[src/eip_pkg.sv]
// Constants, field layouts and types for the external interrupt pins.
// Assumes an APB master on the system bus clock and active low pins.
// Operation
// - Software picks falling edge or low level triggering for the maskable pin.
// - After reset the maskable pin is enabled and set to level triggering.
// - Clearing the maskable enable stops all requests from that pin.
// - Reset sets the maskable mask so pin requests wait until unmasked.
// - Reset sets the non-maskable mask, which only software may clear.
// - The non-maskable pin is seen by its low level, never by an edge.
// - Both request pins are inputs only and their levels are always readable.
// - Pull-ups are on in and right after reset until software clears them.
// - A keypad pin set as input can raise a wakeup from stop or wait.
package eip_pkg;
    localparam int ADDR_W = 8;
    localparam int DATA_W = 32;
    localparam logic [7:0] OFF_CTRL = 8'h00;
    localparam logic [7:0] OFF_PULL = 8'h04;
    localparam logic [7:0] OFF_COND = 8'h08;
    localparam logic [7:0] OFF_PORTE = 8'h0c;
    localparam logic [7:0] OFF_KW_DIR = 8'h10;
    localparam logic [7:0] OFF_KW_EN = 8'h14;
    localparam logic [7:0] OFF_STATUS = 8'h18;
    localparam logic [7:0] OFF_MASK = 8'h1c;
    localparam logic [7:0] OFF_KW_FLAG = 8'h20;
    localparam int KW_WIDTH_DEF = 8;
    localparam int KW_WIDTH_MAX = 32;

    // Control word, bit 1 edge select, bit 0 enable
    typedef struct packed {
        logic edge_mode;
        logic maskable_request_enable;
    } eip_ctrl_type;
    localparam eip_ctrl_type CTRL_RESET = '{edge_mode: 1'b0,
        maskable_request_enable: 1'b1};

    // Condition code masks, bit 1 non-maskable, bit 0 maskable
    typedef struct packed {
        logic x_mask;
        logic i_mask;
    } eip_cond_type;
    localparam eip_cond_type COND_RESET = '{x_mask: 1'b1, i_mask: 1'b1};

    // Sticky events, bit 2 keypad, bit 1 non-maskable, bit 0 maskable
    typedef struct packed {
        logic keypad;
        logic nonmaskable;
        logic maskable;
    } eip_event_type;
    localparam int EVT_W = 3;
    localparam eip_event_type EVT_NONE = '{keypad: 1'b0,
        nonmaskable: 1'b0, maskable: 1'b0};

    localparam logic PULLUP_RESET = 1'b1;
    localparam logic PIN_IDLE = 1'b1;
    localparam logic [DATA_W-1:0] DATA_ZERO = 32'h0000_0000;

    typedef enum logic [0:0] {
        APB_IDLE = 1'b0,
        APB_DONE = 1'b1
    } eip_apb_state_type;
endpackage

[src/eip_sync.sv]
// Two flip-flop synchroniser for a group of pin levels.
// Assumes pins idle at the reset level given by RST_VAL.
`timescale 1ns/1ps
`default_nettype none
module eip_sync #(
    parameter int WIDTH = 1,
    parameter logic RST_VAL = 1'b1
) (
    input wire logic ref_clk_i,
    input wire logic rst_b_i,
    input wire logic [WIDTH-1:0] async_i,
    output logic [WIDTH-1:0] sync_o
);
    logic [WIDTH-1:0] meta_reg;
    logic [WIDTH-1:0] sync_reg;

    // First stage feeds only the second
    always_ff @(posedge ref_clk_i or negedge rst_b_i) begin
        if (!rst_b_i) begin
            meta_reg <= {WIDTH{RST_VAL}};
            sync_reg <= {WIDTH{RST_VAL}};
        end else begin
            meta_reg <= async_i;
            sync_reg <= meta_reg;
        end
    end

    assign sync_o = sync_reg;
endmodule // eip_sync
`default_nettype wire

[src/eip_top.sv]
// External interrupt pin conditioning with an APB register slave.
// Assumes pins are asynchronous and the CPU pulses irq_ack_i on service.
`timescale 1ns/1ps
`default_nettype none
module eip_top #(
    parameter int KW_WIDTH = eip_pkg::KW_WIDTH_DEF
) (
    input wire logic ref_clk_i,
    input wire logic rst_b_i,
    input wire logic psel_i,
    input wire logic penable_i,
    input wire logic pwrite_i,
    input wire logic [eip_pkg::ADDR_W-1:0] paddr_i,
    input wire logic [eip_pkg::DATA_W-1:0] pwdata_i,
    output logic [eip_pkg::DATA_W-1:0] prdata_o,
    output logic pready_o,
    output logic pslverr_o,
    input wire logic maskable_request_pin_b_i,
    input wire logic nonmaskable_request_pin_b_i,
    input wire logic [KW_WIDTH-1:0] keypad_wakeup_input_i,
    input wire logic irq_ack_i,
    output logic maskable_irq_o,
    output logic nonmaskable_irq_o,
    output logic wakeup_o,
    output logic int_o,
    output logic pullup_en_o
);
    generate
        if (KW_WIDTH < 1 || KW_WIDTH > eip_pkg::KW_WIDTH_MAX) begin : g_chk
            $error("KW_WIDTH out of range");
        end
    endgenerate

    eip_pkg::eip_apb_state_type apb_state_reg;
    eip_pkg::eip_apb_state_type apb_state_next;
    eip_pkg::eip_ctrl_type ctrl_reg;
    eip_pkg::eip_ctrl_type ctrl_next;
    eip_pkg::eip_cond_type cond_reg;
    eip_pkg::eip_cond_type cond_next;
    eip_pkg::eip_event_type status_reg;
    eip_pkg::eip_event_type status_next;
    eip_pkg::eip_event_type mask_reg;
    eip_pkg::eip_event_type mask_next;
    eip_pkg::eip_event_type evt;
    logic pull_reg;
    logic pull_next;
    logic [KW_WIDTH-1:0] kw_dir_reg;
    logic [KW_WIDTH-1:0] kw_en_reg;
    logic [KW_WIDTH-1:0] kw_flag_reg;
    logic [KW_WIDTH-1:0] kw_flag_next;
    logic [KW_WIDTH-1:0] kw_prev_reg;
    logic [KW_WIDTH-1:0] kw_lvl;
    logic [KW_WIDTH-1:0] kw_fall;
    logic [1:0] pin_lvl;
    logic irq_lvl;
    logic nmi_lvl;
    logic irq_prev_reg;
    logic irq_fall;
    logic pend_reg;
    logic pend_next;
    logic mi_reg;
    logic mi_next;
    logic nmi_reg;
    logic nmi_next;
    logic wake_reg;
    logic int_reg;
    logic first_reg;
    logic [eip_pkg::DATA_W-1:0] rd_data;
    logic [eip_pkg::DATA_W-1:0] prdata_reg;
    logic pslverr_reg;
    logic access;
    logic done;
    logic hit;
    logic wr;
    logic wr_ctrl;
    logic wr_pull;
    logic wr_cond;
    logic wr_kw_dir;
    logic wr_kw_en;
    logic wr_status;
    logic wr_mask;
    logic wr_kw_flag;

    // Pin synchronisers
    eip_sync #(
        .WIDTH(2),
        .RST_VAL(eip_pkg::PIN_IDLE)
    ) u_pin_sync (
        .ref_clk_i(ref_clk_i),
        .rst_b_i(rst_b_i),
        .async_i({maskable_request_pin_b_i, nonmaskable_request_pin_b_i}),
        .sync_o(pin_lvl)
    );

    eip_sync #(
        .WIDTH(KW_WIDTH),
        .RST_VAL(eip_pkg::PIN_IDLE)
    ) u_kw_sync (
        .ref_clk_i(ref_clk_i),
        .rst_b_i(rst_b_i),
        .async_i(keypad_wakeup_input_i),
        .sync_o(kw_lvl)
    );

    assign irq_lvl = pin_lvl[1];
    assign nmi_lvl = pin_lvl[0];

    // Bus decode
    assign access = psel_i & penable_i;
    assign done = access & (apb_state_reg == eip_pkg::APB_DONE);
    assign hit = (paddr_i == eip_pkg::OFF_CTRL) |
        (paddr_i == eip_pkg::OFF_PULL) |
        (paddr_i == eip_pkg::OFF_COND) |
        (paddr_i == eip_pkg::OFF_PORTE) |
        (paddr_i == eip_pkg::OFF_KW_DIR) |
        (paddr_i == eip_pkg::OFF_KW_EN) |
        (paddr_i == eip_pkg::OFF_STATUS) |
        (paddr_i == eip_pkg::OFF_MASK) |
        (paddr_i == eip_pkg::OFF_KW_FLAG);
    assign wr = done & pwrite_i;
    assign wr_ctrl = wr & (paddr_i == eip_pkg::OFF_CTRL);
    assign wr_pull = wr & (paddr_i == eip_pkg::OFF_PULL);
    assign wr_cond = wr & (paddr_i == eip_pkg::OFF_COND);
    assign wr_kw_dir = wr & (paddr_i == eip_pkg::OFF_KW_DIR);
    assign wr_kw_en = wr & (paddr_i == eip_pkg::OFF_KW_EN);
    assign wr_status = wr & (paddr_i == eip_pkg::OFF_STATUS);
    assign wr_mask = wr & (paddr_i == eip_pkg::OFF_MASK);
    assign wr_kw_flag = wr & (paddr_i == eip_pkg::OFF_KW_FLAG);

    // Read mux, pin levels readable at any time
    assign rd_data =
        (paddr_i == eip_pkg::OFF_CTRL) ? {30'h0, ctrl_reg} :
        (paddr_i == eip_pkg::OFF_PULL) ? {31'h0, pull_reg} :
        (paddr_i == eip_pkg::OFF_COND) ? {30'h0, cond_reg} :
        (paddr_i == eip_pkg::OFF_PORTE) ? {30'h0, irq_lvl, nmi_lvl} :
        (paddr_i == eip_pkg::OFF_KW_DIR) ?
            eip_pkg::DATA_W'(kw_dir_reg) :
        (paddr_i == eip_pkg::OFF_KW_EN) ?
            eip_pkg::DATA_W'(kw_en_reg) :
        (paddr_i == eip_pkg::OFF_STATUS) ? {29'h0, status_reg} :
        (paddr_i == eip_pkg::OFF_MASK) ? {29'h0, mask_reg} :
        (paddr_i == eip_pkg::OFF_KW_FLAG) ?
            eip_pkg::DATA_W'(kw_flag_reg) :
        eip_pkg::DATA_ZERO;

    // Register next values
    assign ctrl_next = wr_ctrl ?
        eip_pkg::eip_ctrl_type'(pwdata_i[1:0]) : ctrl_reg;
    assign pull_next = wr_pull ? pwdata_i[0] : pull_reg;
    // Non-maskable mask can only be cleared by software
    assign cond_next.i_mask = wr_cond ? pwdata_i[0] : cond_reg.i_mask;
    assign cond_next.x_mask = cond_reg.x_mask &
        ~(wr_cond & ~pwdata_i[1]);
    assign mask_next = wr_mask ?
        eip_pkg::eip_event_type'(pwdata_i[2:0]) : mask_reg;

    // Maskable pin, edge pending held until service
    assign irq_fall = irq_prev_reg & ~irq_lvl;
    assign pend_next = ctrl_reg.maskable_request_enable &
        ctrl_reg.edge_mode &
        (irq_fall | (pend_reg & ~irq_ack_i));
    assign mi_next = ctrl_reg.maskable_request_enable &
        ~cond_reg.i_mask &
        (ctrl_reg.edge_mode ? pend_reg : ~irq_lvl);
    // Non-maskable pin is level only
    assign nmi_next = ~cond_reg.x_mask & ~nmi_lvl;

    // Keypad falling edges on pins set as inputs
    assign kw_fall = kw_prev_reg & ~kw_lvl & kw_en_reg &
        ~kw_dir_reg;
    assign kw_flag_next = kw_fall |
        (kw_flag_reg & ~(wr_kw_flag ? pwdata_i[KW_WIDTH-1:0] :
        {KW_WIDTH{1'b0}}));

    // Sticky status, a new event beats a clear
    assign evt.keypad = |kw_fall;
    assign evt.nonmaskable = nmi_next & ~nmi_reg;
    assign evt.maskable = mi_next & ~mi_reg;
    assign status_next = evt | (status_reg &
        ~(wr_status ? eip_pkg::eip_event_type'(pwdata_i[2:0]) :
        eip_pkg::EVT_NONE));

    assign apb_state_next = (apb_state_reg == eip_pkg::APB_IDLE) ?
        (access ? eip_pkg::APB_DONE : eip_pkg::APB_IDLE) :
        eip_pkg::APB_IDLE;

    // Bus answer
    always_ff @(posedge ref_clk_i or negedge rst_b_i) begin
        if (!rst_b_i) begin
            apb_state_reg <= eip_pkg::APB_IDLE;
            prdata_reg <= eip_pkg::DATA_ZERO;
            pslverr_reg <= 1'b0;
        end else begin
            apb_state_reg <= apb_state_next;
            if (access && apb_state_reg == eip_pkg::APB_IDLE) begin
                prdata_reg <= pwrite_i ? eip_pkg::DATA_ZERO : rd_data;
                pslverr_reg <= ~hit;
            end
        end
    end

    // Software registers
    always_ff @(posedge ref_clk_i or negedge rst_b_i) begin
        if (!rst_b_i) begin
            ctrl_reg <= eip_pkg::CTRL_RESET;
            cond_reg <= eip_pkg::COND_RESET;
            pull_reg <= eip_pkg::PULLUP_RESET;
            mask_reg <= eip_pkg::EVT_NONE;
            kw_dir_reg <= {KW_WIDTH{1'b0}};
            kw_en_reg <= {KW_WIDTH{1'b0}};
        end else begin
            ctrl_reg <= ctrl_next;
            cond_reg <= cond_next;
            pull_reg <= pull_next;
            mask_reg <= mask_next;
            if (wr_kw_dir) begin
                kw_dir_reg <= pwdata_i[KW_WIDTH-1:0];
            end
            if (wr_kw_en) begin
                kw_en_reg <= pwdata_i[KW_WIDTH-1:0];
            end
        end
    end

    // Pin state and request outputs
    always_ff @(posedge ref_clk_i or negedge rst_b_i) begin
        if (!rst_b_i) begin
            irq_prev_reg <= eip_pkg::PIN_IDLE;
            kw_prev_reg <= {KW_WIDTH{eip_pkg::PIN_IDLE}};
            pend_reg <= 1'b0;
            mi_reg <= 1'b0;
            nmi_reg <= 1'b0;
            kw_flag_reg <= {KW_WIDTH{1'b0}};
            wake_reg <= 1'b0;
            status_reg <= eip_pkg::EVT_NONE;
            int_reg <= 1'b0;
            first_reg <= 1'b1;
        end else begin
            irq_prev_reg <= irq_lvl;
            kw_prev_reg <= kw_lvl;
            pend_reg <= pend_next;
            mi_reg <= mi_next;
            nmi_reg <= nmi_next;
            kw_flag_reg <= kw_flag_next;
            wake_reg <= |kw_flag_reg;
            status_reg <= status_next;
            int_reg <= |(status_reg & mask_reg);
            first_reg <= 1'b0;
        end
    end

    assign prdata_o = prdata_reg;
    assign pready_o = (apb_state_reg == eip_pkg::APB_DONE);
    assign pslverr_o = pslverr_reg;
    assign maskable_irq_o = mi_reg;
    assign nonmaskable_irq_o = nmi_reg;
    assign wakeup_o = wake_reg;
    assign int_o = int_reg;
    assign pullup_en_o = pull_reg;
endmodule // eip_top
`default_nettype wire

[config.mk]
export PLATFORM = sky130hd
export DESIGN_NAME = eip_top
export DESIGN_NICKNAME = d
export VERILOG_FILES = /design/src/eip_pkg.sv /design/src/eip_sync.sv /design/src/eip_top.sv
export SDC_FILE = /design/constraint.sdc
export NUM_CORES = 1
export LEC_CHECK = 0
export ABC_CLOCK_PERIOD_IN_PS = 1350
export BUFFER_PORTS_ARGS = -buffer_cell sky130_fd_sc_hd__buf_2
export CORE_UTILIZATION = 47
export DETAILED_ROUTE_END_ITERATION = 6
export PLACE_DENSITY = 0.76
export SLEW_MARGIN = 20
export SYNTH_ARGS = -nofsm -noshare
export SYNTH_HDL_FRONTEND = slang
export SYNTH_HIERARCHICAL = 1
export SYNTH_SLANG_ARGS = --single-unit
export TNS_END_PERCENT = 30
[constraint.sdc]
create_clock -name ref_clk_i -period 1.35 [get_ports ref_clk_i]
set_input_delay 0.27 -clock ref_clk_i [delete_from_list [all_inputs] [get_ports ref_clk_i]]
set_output_delay 0.27 -clock ref_clk_i [all_outputs]
set_load 0.03 [all_outputs]
**Word-level counts from Yosys, hierarchy flattened**

Cells that the tools add are included.

- Equality and inequality tests: 8
- Reductions and logical operators: 5
- Mux-type cells: 15
- Bitwise logic cells: 54

Operator list:

| operator | count |
|---|---|
| $mux 8 | 11 |
| $and 8x8->8 | 4 |
| $eq 8x5->1 const B | 4 |
| $not 8->8 | 3 |
| $and 1x1->1 | 22 |
| $eq 8x4->1 const B | 2 |
| $reduce_or 8->1 | 2 |
| $not 1->1 | 11 |
| $or 1x1->1 | 9 |
| $eq 8x3->1 const B | 1 |
| $eq 8x6->1 const B | 1 |
| $logic_not 8->1 | 1 |
| $or 8x8->8 | 1 |
| $and 3x3->3 | 2 |
| $mux 1 | 3 |
| $mux 3 | 1 |
| $not 3->3 | 1 |
| $or 3x3->3 | 1 |
| $reduce_or 3->1 | 1 |
| $logic_and 1x1->1 | 1 |

- Output and inout bits: 39
- Word-level logic and storage cells: 110
- Input port bits: 56
- Flip-flop bits (word level): 103

**Depth between registers and ports, before layout**

Gate-level depths: netlist of run 1.

- Word-level depth: 11
- Mapped depth: 6
- Gate-level depth less buffers: 4

**Hierarchy**

The synthesis of run 1 kept the hierarchy.

Modules (own cells, without submodules):

| module | sequential area each (um^2) | cells each | instances | area an instance (um^2) |
|---|---|---|---|---|
| eip_top | 1,492.7 | 258 | 1 | 2,946.6 |
| eip_sync (u_kw_sync) | 420.4 | 16 | 1 | 420.4 |
| eip_sync (u_pin_sync) | 105.1 | 4 | 1 | 105.1 |

**Least setup slack after synthesis of run 1**

OpenSTA, ideal clock, no wires.

- Kind: input port to flip-flop
- Start: in paddr_i[7] (netlist bit)
- End: reg mask_reg[0] (netlist bit)
- Library setup time: 0.125 ns
- Stages: 3
- Required time: 1.225 ns
- Slack: -0.389 ns
- Path buffers: 0
- Arrival: 1.614 ns
- Path through: or4b_4 or4_4 mux2_2

- Cells in the longest elaborated chain, start to end: 2

RTL lines:

| what | RTL line | text |
|---|---|---|
| start, declared | eip_top.sv:13 | `input wire logic [eip_pkg::ADDR_W-1:0] paddr_i,` |
| $eq 8x5->1 | eip_top.sv:127 | `assign wr_mask = wr & (paddr_i == eip_pkg::OFF_MASK);` |
| $and 1x1->1 | eip_top.sv:127 |  |
| end signal, assigned | eip_top.sv:208 | `mask_reg <= eip_pkg::EVT_NONE;` |
| end signal, assigned | eip_top.sv:215 | `mask_reg <= mask_next;` |
| end, declared | eip_top.sv:42 | `eip_pkg::eip_event_type mask_reg;` |

No other way between the ends.
A chain may end at the register's enable or synchronous reset.

**Worst setup path after layout of run 1**

- Start: in paddr_i[4] (netlist bit)
- End: reg mask_reg[2] (netlist bit)

The elaborated chain is that of the path after synthesis.

==> Flow_metrics.wiki, run 1 <==
{| class="wikitable"
! Metric !! Value
|-
| Synth Area in Compound Gates || 12.1%
|-
| Crit Path Max Fanout || 7
|-
| Clock-pin slew on the worst setup and hold paths || 0.09 ns
|-
| Number of synthesis warnings || 6
|-
| Top post-synthesis cells by area || sky130_fd_sc_hd__dfrtp_1, sky130_fd_sc_hd__dfstp_2, sky130_fd_sc_hd__mux2_2
|-
| Sum of met2 wire segment lengths after detailed routing || 4270 µm
|-
| Post-route ant nets || 0
|-
| Number of buffers created by CTS || 9
|-
| Simple-gate share of the synthesized area || 14.0%
|-
| Unrepaired setup endpoints after global routing || yes
|-
| Mux cell area share after synthesis || 8.61%
|-
| Outcome || complete, but fails checks
|-
| Global-route total usage across every layer || 23.5%
|-
| Largest area contributor in the synthesized netlist || sky130_fd_sc_hd__dfrtp_1
|-
| Initial DRC count || 142
|-
| Leakage power || 2.21 nW
|-
| Setup-violating endpoint count in the final report || 24
|-
| Diodes inserted || 0
|-
| Number of global-route vias before repair || between 2k and 3k
|-
| Predominant post-synthesis flop cell || sky130_fd_sc_hd__dfrtp_1
|-
| Cell Count, Final, Fillers Out || 484
|-
| Cell count after synthesis || 278
|-
| Total number of vias || around 2.6k
|-
| HPWL after detailed placement || ~5900 µm
|-
| Net count, final || 439
|-
| Share of the clock period used by the worst path after layout || 113%
|-
| CTS tree || yes
|-
| Fraction of layout instances using a drive strength above 1 || 48.7%
|-
| Fraction of registers with async set or reset after synthesis || 100%
|-
| Clk buf depth || 2
|-
| Final routed wire length divided by cell count || 17.3 µm
|-
| Violated checks || negative setup slack
|-
| Area overhead of the layout relative to synthesis || 30.8%
|-
| Final Max Slew Viols || 0
|-
| Rel. slew slack || 64.4%
|-
| Total number of clock tree sinks || 79
|-
| RD Place Congestion || slightly below 0.9
|-
| Design area || 0.00454 mm²
|-
| CTS H-tree depth || 3
|-
| Quantity of I/O buffers inserted on ports || 46
|-
| Critical Path Sink Type || register
|-
| Sum of routed wire length over all layers || approximately 8400 µm
|-
| Number of filler cells placed in the layout || 525
|-
| Flip-flop and latch count after synthesis || between 70 and 80
|-
| Starting density of the core || roughly half
|-
| DR WL met3 || roughly 410 µm
|-
| Slack of the critical path || -0.175 ns
|-
| Period minus WS final || 1.52 ns
|-
| Placed cells || 455
|-
| Count of different cell masters after synthesis || 55
|-
| IR drop worst, VDD || 0.791 mV
|-
| Largest net degree at the start of global routing || 35
|-
| Highest metal layer with signal wires || met4
|-
| Post-synthesis average cell area || around 12 µm²
|-
| Hold Crit Class || in2reg
|-
| Worst-Margin Slew || 0.526 ns
|-
| Fraction of synthesized cell area in xor and xnor cells || 0%
|-
| Root buffer selected by CTS || sky130_fd_sc_hd__clkbuf_8
|-
| Power density over the cells || 1060 mW/mm²
|-
| Top-area cell type share of the netlist area || 33.2%
|-
| Ports placed on the boundary || 95
|-
| Post-Synth Adder-Cell Area || 0%
|-
| Maximum clock skew at final layout || 0.0159 ns
|-
| Arrival time reported for the critical path endpoint || approximately 1.8 ns
|-
| Type of origin of the critical path || input pin
|-
| Overflow left after global routing || 0
|-
| Fraction of the yosys area taken by sequential cells || 58.1%
|-
| Cell area reported after detailed placement || approximately 0.004 mm²
|-
| Core area || 0.00698 mm²
|-
| Post-Syn Area || approximately 0.0035 mm²
|-
| DR vias/cell || 5.45
|-
| Start-to-end type of the worst setup path || in2reg
|-
| Area enclosed by the die boundary || 0.00774 mm²
|-
| Required time of the worst setup path || 1.60 ns
|-
| DRC errors left || 0
|-
| Wire length on met1 || between 3000 and 4000 µm
|-
| Hold violation total from the final report || 0
|-
| Die span in x || 88.0 µm
|-
| Combinational family with the most area after synthesis || simple AND/OR/NAND/NOR gates
|-
| Site Rows || 30
|-
| Max Freq || 656 MHz
|-
| Number of synthesized flops with an enable pin || 0
|-
| Worst-Skew Late Latency || 0.36 ns
|-
| Antenna violations before repair || 0
|-
| Number of max-capacitance violations reported || 0
|-
| First-pass GRT wire length || 13,300 µm
|-
| Die Height || ~88 µm
|-
| First-pass DRT Iterations || 5
|}
## cell usage after synthesis, types with 2 or more instances
cell type	number
sky130_fd_sc_hd__nand4_1	5
sky130_fd_sc_hd__nor3_1	3
sky130_fd_sc_hd__nor4_1	6
sky130_fd_sc_hd__a21o_1	13
sky130_fd_sc_hd__o2bb2ai_1	6
sky130_fd_sc_hd__dfstp_2	33
sky130_fd_sc_hd__o21ai_0	3
sky130_fd_sc_hd__or3_1	2
sky130_fd_sc_hd__a22o_1	6
sky130_fd_sc_hd__a21oi_1	4
sky130_fd_sc_hd__nor4bb_1	8
sky130_fd_sc_hd__mux2i_1	4
sky130_fd_sc_hd__a22oi_1	5
sky130_fd_sc_hd__and3_1	6
sky130_fd_sc_hd__nand3_1	2
sky130_fd_sc_hd__o211ai_1	3
sky130_fd_sc_hd__o31ai_1	2
sky130_fd_sc_hd__a31oi_1	2
sky130_fd_sc_hd__nor2b_1	2
sky130_fd_sc_hd__inv_1	5
sky130_fd_sc_hd__buf_4	25
sky130_fd_sc_hd__nor2_1	6
sky130_fd_sc_hd__o2111ai_1	2
sky130_fd_sc_hd__nand2_1	22
sky130_fd_sc_hd__mux2_2	23
sky130_fd_sc_hd__dfrtp_1	46
sky130_fd_sc_hd__clkbuf_1	6
## critical path: stages
cell	delay [ns]
sky130_fd_sc_hd__clkbuf_4	0.16
sky130_fd_sc_hd__or4b_4	0.49
sky130_fd_sc_hd__or4_4	0.54
sky130_fd_sc_hd__mux2_4	0.32
## path summary, 6_finish.rpt
kind / endpoint / slack, ns / cells after the start / startpoint
hold reg to reg: u_pin_sync/sync_o[0] / 0.34 / 0 / u_pin_sync/meta_reg[0]
setup / recovery: mask_reg[2] / -0.17 / 4 / paddr_i[4]
min in group asynchronous: maskable_irq_o / 0.35 / 2 / rst_b_i
hold / removal: u_pin_sync/meta_reg[0] / 0.01 / 1 / nonmaskable_request_pin_b_i
setup reg to reg: mask_reg[2] / -0.14 / 3 / pready_o
max in group asynchronous: u_kw_sync/meta_reg[5] / 0.45 / 3 / rst_b_i
## logic make-up (layout without fill, tap and decap cells)
logic type	Yosys count	in the layout
buffers and inverters	38	125
DFF	79	79
and+or+nand+nor	78	78
muxes	27	27
AOI/OAI and AO/OA	55	55
other	1	24
## per-layer routing
metal / vias up / GRT usage, %
met5: - / 0
met4: 0 / 9.69
met3: 18 / 5.84
met2: 102 / 39.7
met1: 1322 / 28.9
li1: 1196 / -
## cell type report
class | instances | area, µm² | area share (%)
Clock buffer | 9 | 124 | 2.73
Tap cell | 96 | 120 | 2.64
Sequential cell | 79 | 2020 | 44.5
Clock inverter | 7 | 75.1 | 1.65
Multi-Input combinational cell | 184 | 1420 | 31.3
Timing Repair Buffer | 104 | 761 | 16.7
Inverter | 5 | 18.8 | 0.413
## where the power goes
group	total [mW]	switching [mW]	internal, mW
logic	0.532	0.335	0.198
clock network	1.76	1.03	0.734
registers	2.52	0.0398	2.48
total	4.81	1.40	3.41
## repair_timing
item / 4_1_cts / 5_1_grt
buffers inserted: 3 / 1
hold endpoints to repair: 22 / 0
pin swaps: 6 / 2
setup endpoints to repair: 31 / 34
resized for setup: 21 / 15
hold buffers: 10 / 0
gates cloned: 0 / 0
## stage by stage
stage | power (mW) | setup slack (ns) | utilization [%] | TNS (ns) | hold WS [ns]
floorplan | 2.84 | -0.290 | - | -5.85 | -0.0256
global placement | 3.02 | -0.495 | 58.7 | -15.08 | 0.190
detailed placement | 3.03 | -0.519 | 58.7 | -15.48 | 0.195
CTS | 4.82 | -0.152 | 64.2 | -1.85 | 0.00155
global route | 4.98 | -0.195 | 65.1 | -3.42 | 0.00238
finish | 4.81 | -0.175 | 65.1 | -2.12 | 0.0124
## cell usage in the layout (no fill, tap or decap), types with 7 or more instances in the layout
| cell type | netlist | routed |
|---|---|---|
| sky130_fd_sc_hd__a21o_1 | 13 | 13 |
| sky130_fd_sc_hd__buf_2 | 1 | 40 |
| sky130_fd_sc_hd__buf_4 | 25 | 46 |
| sky130_fd_sc_hd__clkbuf_8 | 0 | 9 |
| sky130_fd_sc_hd__conb_1 | 1 | 24 |
| sky130_fd_sc_hd__dfrtp_1 | 46 | 45 |
| sky130_fd_sc_hd__dfstp_2 | 33 | 33 |
| sky130_fd_sc_hd__dlygate4sd3_1 | 0 | 10 |
| sky130_fd_sc_hd__mux2_2 | 23 | 16 |
| sky130_fd_sc_hd__mux2_4 | 0 | 7 |
| sky130_fd_sc_hd__nand2_1 | 22 | 21 |
| sky130_fd_sc_hd__nor4bb_1 | 8 | 8 |
No activity file was read; power rests on OpenSTA's default activity.
==> run 2, diff against run 1 <==
--- a/config.mk
+++ b/config.mk
@@ -10,6 +10,7 @@
 export CORE_UTILIZATION = 47
 export DETAILED_ROUTE_END_ITERATION = 6
 export PLACE_DENSITY = 0.76
+export RECOVER_POWER = 100
 export SLEW_MARGIN = 20
 export SYNTH_ARGS = -nofsm -noshare
 export SYNTH_HDL_FRONTEND = slang
==> run 2 against run 1 <==
Against the previous run: the run still ends with negative setup slack left; sequential power about the same; clock power is essentially flat; count of clock-buffer cells in the layout stayed put; flip-flop and latch count is the same; cell count unchanged; routed wire length grew 0.13%; global-route usage unchanged; power fell by 0.61%; first-iteration DRC count down 0.70%; critical endpoint unchanged.
==> Flow_metrics.wiki, run 2 (same netlist as run 1, synthesis figures left out) <==
{| class="wikitable"
! Metric !! Value
|-
| Crit Reg-Reg Startpoint || pready_o (unchanged)
|-
| HP Start || nonmaskable_request_pin_b_i (unchanged)
|-
| Outcome || complete, but fails checks (unchanged)
|-
| CTS tree || yes (unchanged)
|-
| DR vias/cell || 5.43 (was 5.45)
|-
| Worst-Margin Slew || 0.588 ns (was 0.526 ns)
|-
| Area enclosed by the die boundary || 0.00774 mm² (unchanged)
|-
| Ports placed on the boundary || 95 (unchanged)
|-
| Number of filler cells placed in the layout || 534 (was 525)
|-
| Final routed wire length divided by cell count || 17.3 µm (about the same)
|-
| Hold Crit Class || in2reg (unchanged)
|-
| Clk buf depth || 2 (unchanged)
|-
| Antenna violations before repair || 0 (unchanged)
|-
| Share of the clock period used by the worst path after layout || 113% (about the same)
|-
| R2R Path End || mask_reg[2] (unchanged)
|-
| Period minus WS final || 1.53 ns (was 1.52 ns)
|-
| Die span in x || 88.0 µm (unchanged)
|-
| First-pass DRT Iterations || 4 (was 5)
|-
| Register-to-register setup slack || -0.13 ns (was -0.14 ns)
|-
| DRC errors left || 0 (unchanged)
|-
| Final Max Slew Viols || 0 (unchanged)
|-
| Hold slack || 0.0142 ns (was 0.0124 ns)
|-
| Setup-violating endpoint count in the final report || 25 (was 24)
|-
| Post-Route Setup TNS || -2.10 ns (was -2.12 ns)
|-
| Total number of vias || 2,627 (was 2,638)
|-
| Rel. slew slack || 60.8% (was 64.4%)
|-
| Cell area reported after detailed placement || 0.00410 mm² (unchanged)
|-
| Hold Path Sink || u_pin_sync/meta_reg[0] (unchanged)
|-
| Worst Setup Slack post-DPL || -0.519 ns (unchanged)
|-
| Net count, final || 439 (unchanged)
|-
| Clock-pin slew on the worst setup and hold paths || 0.09 ns (about the same)
|-
| Core area || 0.00698 mm² (unchanged)
|-
| Type of origin of the critical path || input pin (unchanged)
|-
| Hold violation total from the final report || 0 (unchanged)
|-
| Arrival time reported for the critical path endpoint || 1.78 ns (was 1.77 ns)
|-
| Global-route total usage across every layer || 23.5% (unchanged)
|-
| Slack of the critical path || -0.180 ns (was -0.175 ns)
|-
| First-pass GRT wire length || 13,300 µm (unchanged)
|-
| Maximum clock skew at final layout || 0.0155 ns (was 0.0159 ns)
|-
| Number of max-capacitance violations reported || 0 (unchanged)
|-
| Start-to-end type of the worst setup path || in2reg (unchanged)
|-
| Initial DRC count || 141 (was 142)
|-
| Power density over the cells || 1060 mW/mm² (about the same)
|-
| Post-layout power || 4.78 mW (was 4.81 mW)
|-
| CTS H-tree depth || 3 (unchanged)
|-
| Number of buffers created by CTS || 9 (unchanged)
|-
| Overflow left after global routing || 0 (unchanged)
|-
| R2R cell count || 3 (unchanged)
|-
| Area overhead of the layout relative to synthesis || 29.6% (was 30.8%)
|-
| Placed cells || 455 (unchanged)
|-
| Number of cells traversed by the worst hold path || 1 (unchanged)
|-
| Most frequent cells in the layout || sky130_fd_sc_hd__dfrtp_1, sky130_fd_sc_hd__buf_4, sky130_fd_sc_hd__buf_2 (was sky130_fd_sc_hd__buf_4, sky130_fd_sc_hd__dfrtp_1, sky130_fd_sc_hd__buf_2)
|-
| Number of global-route vias before repair || 2,667 (unchanged)
|-
| Sum of routed wire length over all layers || 8380 µm (was 8370 µm)
|-
| Root buffer selected by CTS || sky130_fd_sc_hd__clkbuf_8 (unchanged)
|-
| Max Freq || 653 MHz (was 656 MHz)
|-
| Leakage power || 2.17 nW (was 2.21 nW)
|-
| Total number of clock tree sinks || 79 (unchanged)
|-
| IR drop worst, VDD || 0.789 mV (was 0.791 mV)
|-
| Worst-Skew Late Latency || 0.36 ns (about the same)
|-
| Quantity of I/O buffers inserted on ports || 46 (unchanged)
|-
| Die Height || 88.0 µm (unchanged)
|-
| Cell Count, Final, Fillers Out || 484 (unchanged)
|-
| Required time of the worst setup path || 1.60 ns (about the same)
|-
| Post-route ant nets || 0 (unchanged)
|-
| Post-layout util || 64.5% (was 65.1%)
|-
| Diodes inserted || 0 (unchanged)
|-
| Site Rows || 30 (unchanged)
|-
| HPWL after detailed placement || 5880 µm (unchanged)
|-
| Critical Path Sink Type || register (unchanged)
|-
| Starting density of the core || 49.7% (unchanged)
|-
| RD Place Congestion || 0.888 (unchanged)
|-
| Crit Path Max Fanout || 7 (unchanged)
|-
| Unrepaired setup endpoints after global routing || yes (unchanged)
|-
| Violated checks || negative setup slack (unchanged)
|-
| Largest net degree at the start of global routing || 35 (unchanged)
|-
| Fraction of layout instances using a drive strength above 1 || 46.1% (was 48.7%)
|-
| Design area || 0.00450 mm² (was 0.00454 mm²)
|-
| Most common library cell in the layout ignoring fill and taps || sky130_fd_sc_hd__dfrtp_1 (was sky130_fd_sc_hd__buf_4)
|}
run 2: cell count changes in the layout (fill, tap and decap cells not counted), sizes merged:
cell | before | now
clkbuf | 10 | 30
buf | 93 | 73
run 2: worst max path at each step:
| stage | slack [ns] | cells after the start | from | endpoint |
|---|---|---|---|---|
| floorplan | -0.29 | 3 | paddr_i[7] | mask_reg[0] |
| global placement | -0.49 | 4 | paddr_i[7] | mask_reg[2] |
| detailed placement | -0.52 | 4 | paddr_i[7] | mask_reg[2] |
| CTS | -0.15 | 4 | paddr_i[6] | mask_reg[2] |
| global route | -0.20 | 6 | pready_o | status_reg[0] |
| finish | -0.18 | 4 | paddr_i[4] | mask_reg[2] |
run 2: worst max-delay path, stage by stage:
cell	delay, ns
sky130_fd_sc_hd__clkbuf_4	0.16
sky130_fd_sc_hd__or4b_4	0.49
sky130_fd_sc_hd__or4_4	0.54
sky130_fd_sc_hd__mux2_4	0.32
run 2: repair_timing:
action                                  in CTS  in global routing
gates resized for setup                     21                 15
hold buffers                                10                  0
setup buffers                                3                  1
pin swaps                                    6                  2
endpoints found under the setup margin      31                 34
endpoints found under the hold margin       22                  0
run 2: layer usage:
layer | wire, µm | vias to the layer above | part of all wire (%) | track usage (%)
met5 | 0 | - | 0 | 0
met4 | 140 | 0 | 1.7 | 9.69
met3 | 450 | 18 | 5.4 | 5.84
met2 | 4270 | 100 | 51 | 39.7
met1 | 3520 | 1311 | 42 | 28.9
li1 | - | 1198 | - | -
run 2: layout make-up:
cell class / instances / area, µm² / share of cell area [%]
Sequential cell: 79 / 2020 / 44.9
Multi-Input combinational cell: 184 / 1420 / 31.6
Timing Repair Buffer: 104 / 719 / 16.0
Clock buffer: 9 / 124 / 2.75
Tap cell: 96 / 120 / 2.67
Clock inverter: 7 / 75.1 / 1.67
Inverter: 5 / 18.8 / 0.417
run 2: where the power goes:
| group | leakage [nW] | internal, mW | total, mW | switching (mW) |
|---|---|---|---|---|
| registers | 0.971 | 2.47 | 2.51 | 0.0403 |
| logic | 1.10 | 0.184 | 0.517 | 0.333 |
| clock network | 0.0990 | 0.734 | 1.75 | 1.02 |
| total | 2.17 | 3.39 | 4.78 | 1.39 |
==> run 3, diff against run 2 <==
--- a/config.mk
+++ b/config.mk
@@ -7,6 +7,7 @@
 export LEC_CHECK = 0
 export ABC_CLOCK_PERIOD_IN_PS = 1350
 export BUFFER_PORTS_ARGS = -buffer_cell sky130_fd_sc_hd__buf_2
+export CORE_MARGIN = 4
 export CORE_UTILIZATION = 47
 export DETAILED_ROUTE_END_ITERATION = 6
 export PLACE_DENSITY = 0.76
==> run 3 against run 2 <==
Against the previous run: the flow still finishes with violations (negative setup slack); flip-flop and latch count did not move; core utilization fell by 2.5 points; routed wire length decreased by 2.7%; sequential share of layout area up 0.33 points; count of clock-buffer cells in the layout unchanged.
==> Flow_metrics.wiki, run 3 (same netlist as run 1, synthesis figures left out) <==
{| class="wikitable"
! Metric !! Value
|-
| Outcome || complete, but fails checks (unchanged)
|-
| Violated checks || negative setup slack (unchanged)
|-
| Buffer and inverter count on the worst path || 2 (was 1)
|-
| Required time of the worst setup path || 1.58 ns (was 1.60 ns)
|-
| Number of filler cells placed in the layout || 590 (was 534)
|-
| Period minus WS final || 1.57 ns (was 1.53 ns)
|-
| Fraction of layout instances using a drive strength above 1 || 45.7% (was 46.1%)
|-
| Area taken by flip-flops and latches || 0.00202 mm² (unchanged)
|-
| Start-to-end type of the worst setup path || reg2reg (was in2reg)
|-
| Site Rows || 31 (was 30)
|-
| Share of the clock period used by the worst path after layout || 116% (was 113%)
|-
| CTS tree || yes (unchanged)
|-
| Number of max-capacitance violations reported || 0 (unchanged)
|-
| Root buffer selected by CTS || sky130_fd_sc_hd__clkbuf_8 (unchanged)
|-
| Final Max Slew Viols || 0 (unchanged)
|-
| HPWL after detailed placement || 6020 µm (was 5880 µm)
|-
| Antenna violations before repair || 0 (unchanged)
|-
| Placed cells || 458 (was 455)
|-
| Clk buf depth || 2 (unchanged)
|-
| Starting density of the core || 48.1% (was 49.7%)
|-
| Multi-input gate area || 0.00139 mm² (was 0.00142 mm²)
|-
| Overflow left after global routing || 0 (unchanged)
|-
| Hold Crit Class || in2reg (unchanged)
|-
| Die span in x || 94.0 µm (was 88.0 µm)
|-
| Maximum clock skew at final layout || 0.0167 ns (was 0.0155 ns)
|-
| Total number of vias || 2,579 (was 2,627)
|-
| Unrepaired setup endpoints after global routing || yes (unchanged)
|-
| RD Place Congestion || 0.929 (was 0.888)
|-
| Worst-Margin Slew || 0.587 ns (was 0.588 ns)
|-
| Slack of the critical path || -0.215 ns (was -0.180 ns)
|-
| Hold violation total from the final report || 0 (unchanged)
|-
| HP Start || nonmaskable_request_pin_b_i (unchanged)
|-
| Global-route total usage across every layer || 19.3% (was 23.5%)
|-
| Leakage power || 2.16 nW (was 2.17 nW)
|-
| Max Freq || 639 MHz (was 653 MHz)
|-
| Slowest Stage Delay on Critical Path || 0.39 ns (was 0.54 ns)
|-
| Rel. slew slack || 60.8% (about the same)
|-
| Type of origin of the critical path || register (was input pin)
|-
| Most frequent cells in the layout || sky130_fd_sc_hd__dfrtp_1, sky130_fd_sc_hd__buf_4, sky130_fd_sc_hd__buf_2 (unchanged)
|-
| Cell class contributing the biggest share of worst-path delay || simple AND/OR/NAND/NOR gates (unchanged)
|-
| Most numerous cell on the critical path || sky130_fd_sc_hd__buf_4
|-
| Worst setup path start || pready_o (was paddr_i[4])
|-
| Worst-Skew Late Latency || 0.36 ns (about the same)
|-
| Final routed wire length divided by cell count || 16.8 µm (was 17.3 µm)
|-
| Ports placed on the boundary || 95 (unchanged)
|-
| Initial DRC count || 125 (was 141)
|-
| Area overhead of the layout relative to synthesis || 28.7% (was 29.6%)
|-
| Power density over the cells || 1060 mW/mm² (about the same)
|-
| Critical Path, Cell by Cell || nand4_1, buf_4, nor4_4, buf_4, nand2_1, a22o_1 (was clkbuf_4, or4b_4, or4_4, mux2_4)
|-
| Clock-pin slew on the worst setup and hold paths || 0.10 ns (was 0.09 ns)
|-
| Crit Path Max Fanout || 4 (was 7)
|-
| Arrival time reported for the critical path endpoint || 1.80 ns (was 1.78 ns)
|-
| Quantity of I/O buffers inserted on ports || 46 (unchanged)
|-
| Diodes inserted || 0 (unchanged)
|-
| IR drop worst, VDD || 0.640 mV (was 0.789 mV)
|-
| Area enclosed by the die boundary || 0.00883 mm² (was 0.00774 mm²)
|-
| First-pass DRT Iterations || 4 (unchanged)
|-
| Sum of routed wire length over all layers || 8160 µm (was 8380 µm)
|-
| DR vias/cell || 5.31 (was 5.43)
|-
| CTS H-tree depth || 3 (unchanged)
|-
| Number of buffers created by CTS || 9 (unchanged)
|-
| Most common library cell in the layout ignoring fill and taps || sky130_fd_sc_hd__dfrtp_1 (unchanged)
|-
| Total number of clock tree sinks || 79 (unchanged)
|-
| Number of global-route vias before repair || 2,616 (was 2,667)
|-
| Die Height || 94.0 µm (was 88.0 µm)
|-
| Post-layout util || 61.9% (was 64.5%)
|-
| Hold slack || 0.0179 ns (was 0.0142 ns)
|-
| Net count, final || 438 (was 439)
|-
| Critical path's slowest cell || sky130_fd_sc_hd__dfrtp_2 (was sky130_fd_sc_hd__or4_4)
|-
| Setup-violating endpoint count in the final report || 25 (unchanged)
|-
| Core area || 0.00721 mm² (was 0.00698 mm²)
|-
| First-pass GRT wire length || 13,100 µm (was 13,300 µm)
|-
| Cell Count, Final, Fillers Out || 486 (was 484)
|-
| Largest net degree at the start of global routing || 33 (was 35)
|-
| DRC errors left || 0 (unchanged)
|-
| Critical Path Sink Type || register (unchanged)
|-
| Crit Reg-Reg Startpoint || pready_o (unchanged)
|-
| Post-route ant nets || 0 (unchanged)
|}
run 3: layer usage:
metal / share of wire, % / vias up / track usage, %
li1: - / 1198 / -
met1: 43 / 1288 / 25.3
met2: 49 / 81 / 31.7
met3: 5.6 / 12 / 4.09
met4: 1.5 / 0 / 6.86
met5: 0 / - / 0
run 3: path summary, 6_finish.rpt:
path                                          end  slack (ns)  depth (start not counted)
min reg2reg                  u_pin_sync/sync_o[0]        0.35                          0
max                                 status_reg[0]       -0.22                          6
min                        u_pin_sync/meta_reg[0]        0.02                          1
min in group asynchronous            kw_en_reg[5]        0.44                          2
max reg2reg                         status_reg[0]       -0.22                          6
max in group asynchronous  u_pin_sync/meta_reg[0]        0.10                          3
run 3: metrics by stage:
step	worst slack, ns	TNS (ns)	total power, mW	instance area (µm²)
3_3_place_gp	-0.500	-15.30	3.03	4100
5_1_grt	-0.274	-3.94	4.96	4470
3_5_place_dp	-0.517	-16.02	3.04	4100
2_1_floorplan	-0.290	-5.85	2.84	3600
6_report	-0.215	-2.62	4.75	4470
4_1_cts	-0.175	-2.39	4.80	4480
run 3: report_power, final:
group | internal, mW | switching, mW | total [mW]
sequential | 2.47 | 0.0416 | 2.51
clock | 0.728 | 0.996 | 1.72
combinational | 0.184 | 0.326 | 0.510
total | 3.38 | 1.36 | 4.75
run 3: final cells by class:
cell class	instances	share of cell area (%)
well taps	99	2.77
repair buffers	103	16.1
multi-input cells	184	31.1
inverters	5	0.420
flip-flops and latches	79	45.2
clock buffers	9	2.77
clock inverters	7	1.62
run 3: worst reg2reg max path, delay by kind of cell (launching register included):
kind / cells / cell delay, ns
compound gates: 1 / 0.18
buf+inv: 2 / 0.40
simple gates: 3 / 0.48
flops: 1 / 0.39
run 3: timing repair:
action,4_1_cts,5_1_grt
hold endpoints to repair,19,0
buffers inserted,2,0
setup endpoints to repair,27,36
hold buffers,10,0
gates resized for setup,15,6
pin swaps,12,0
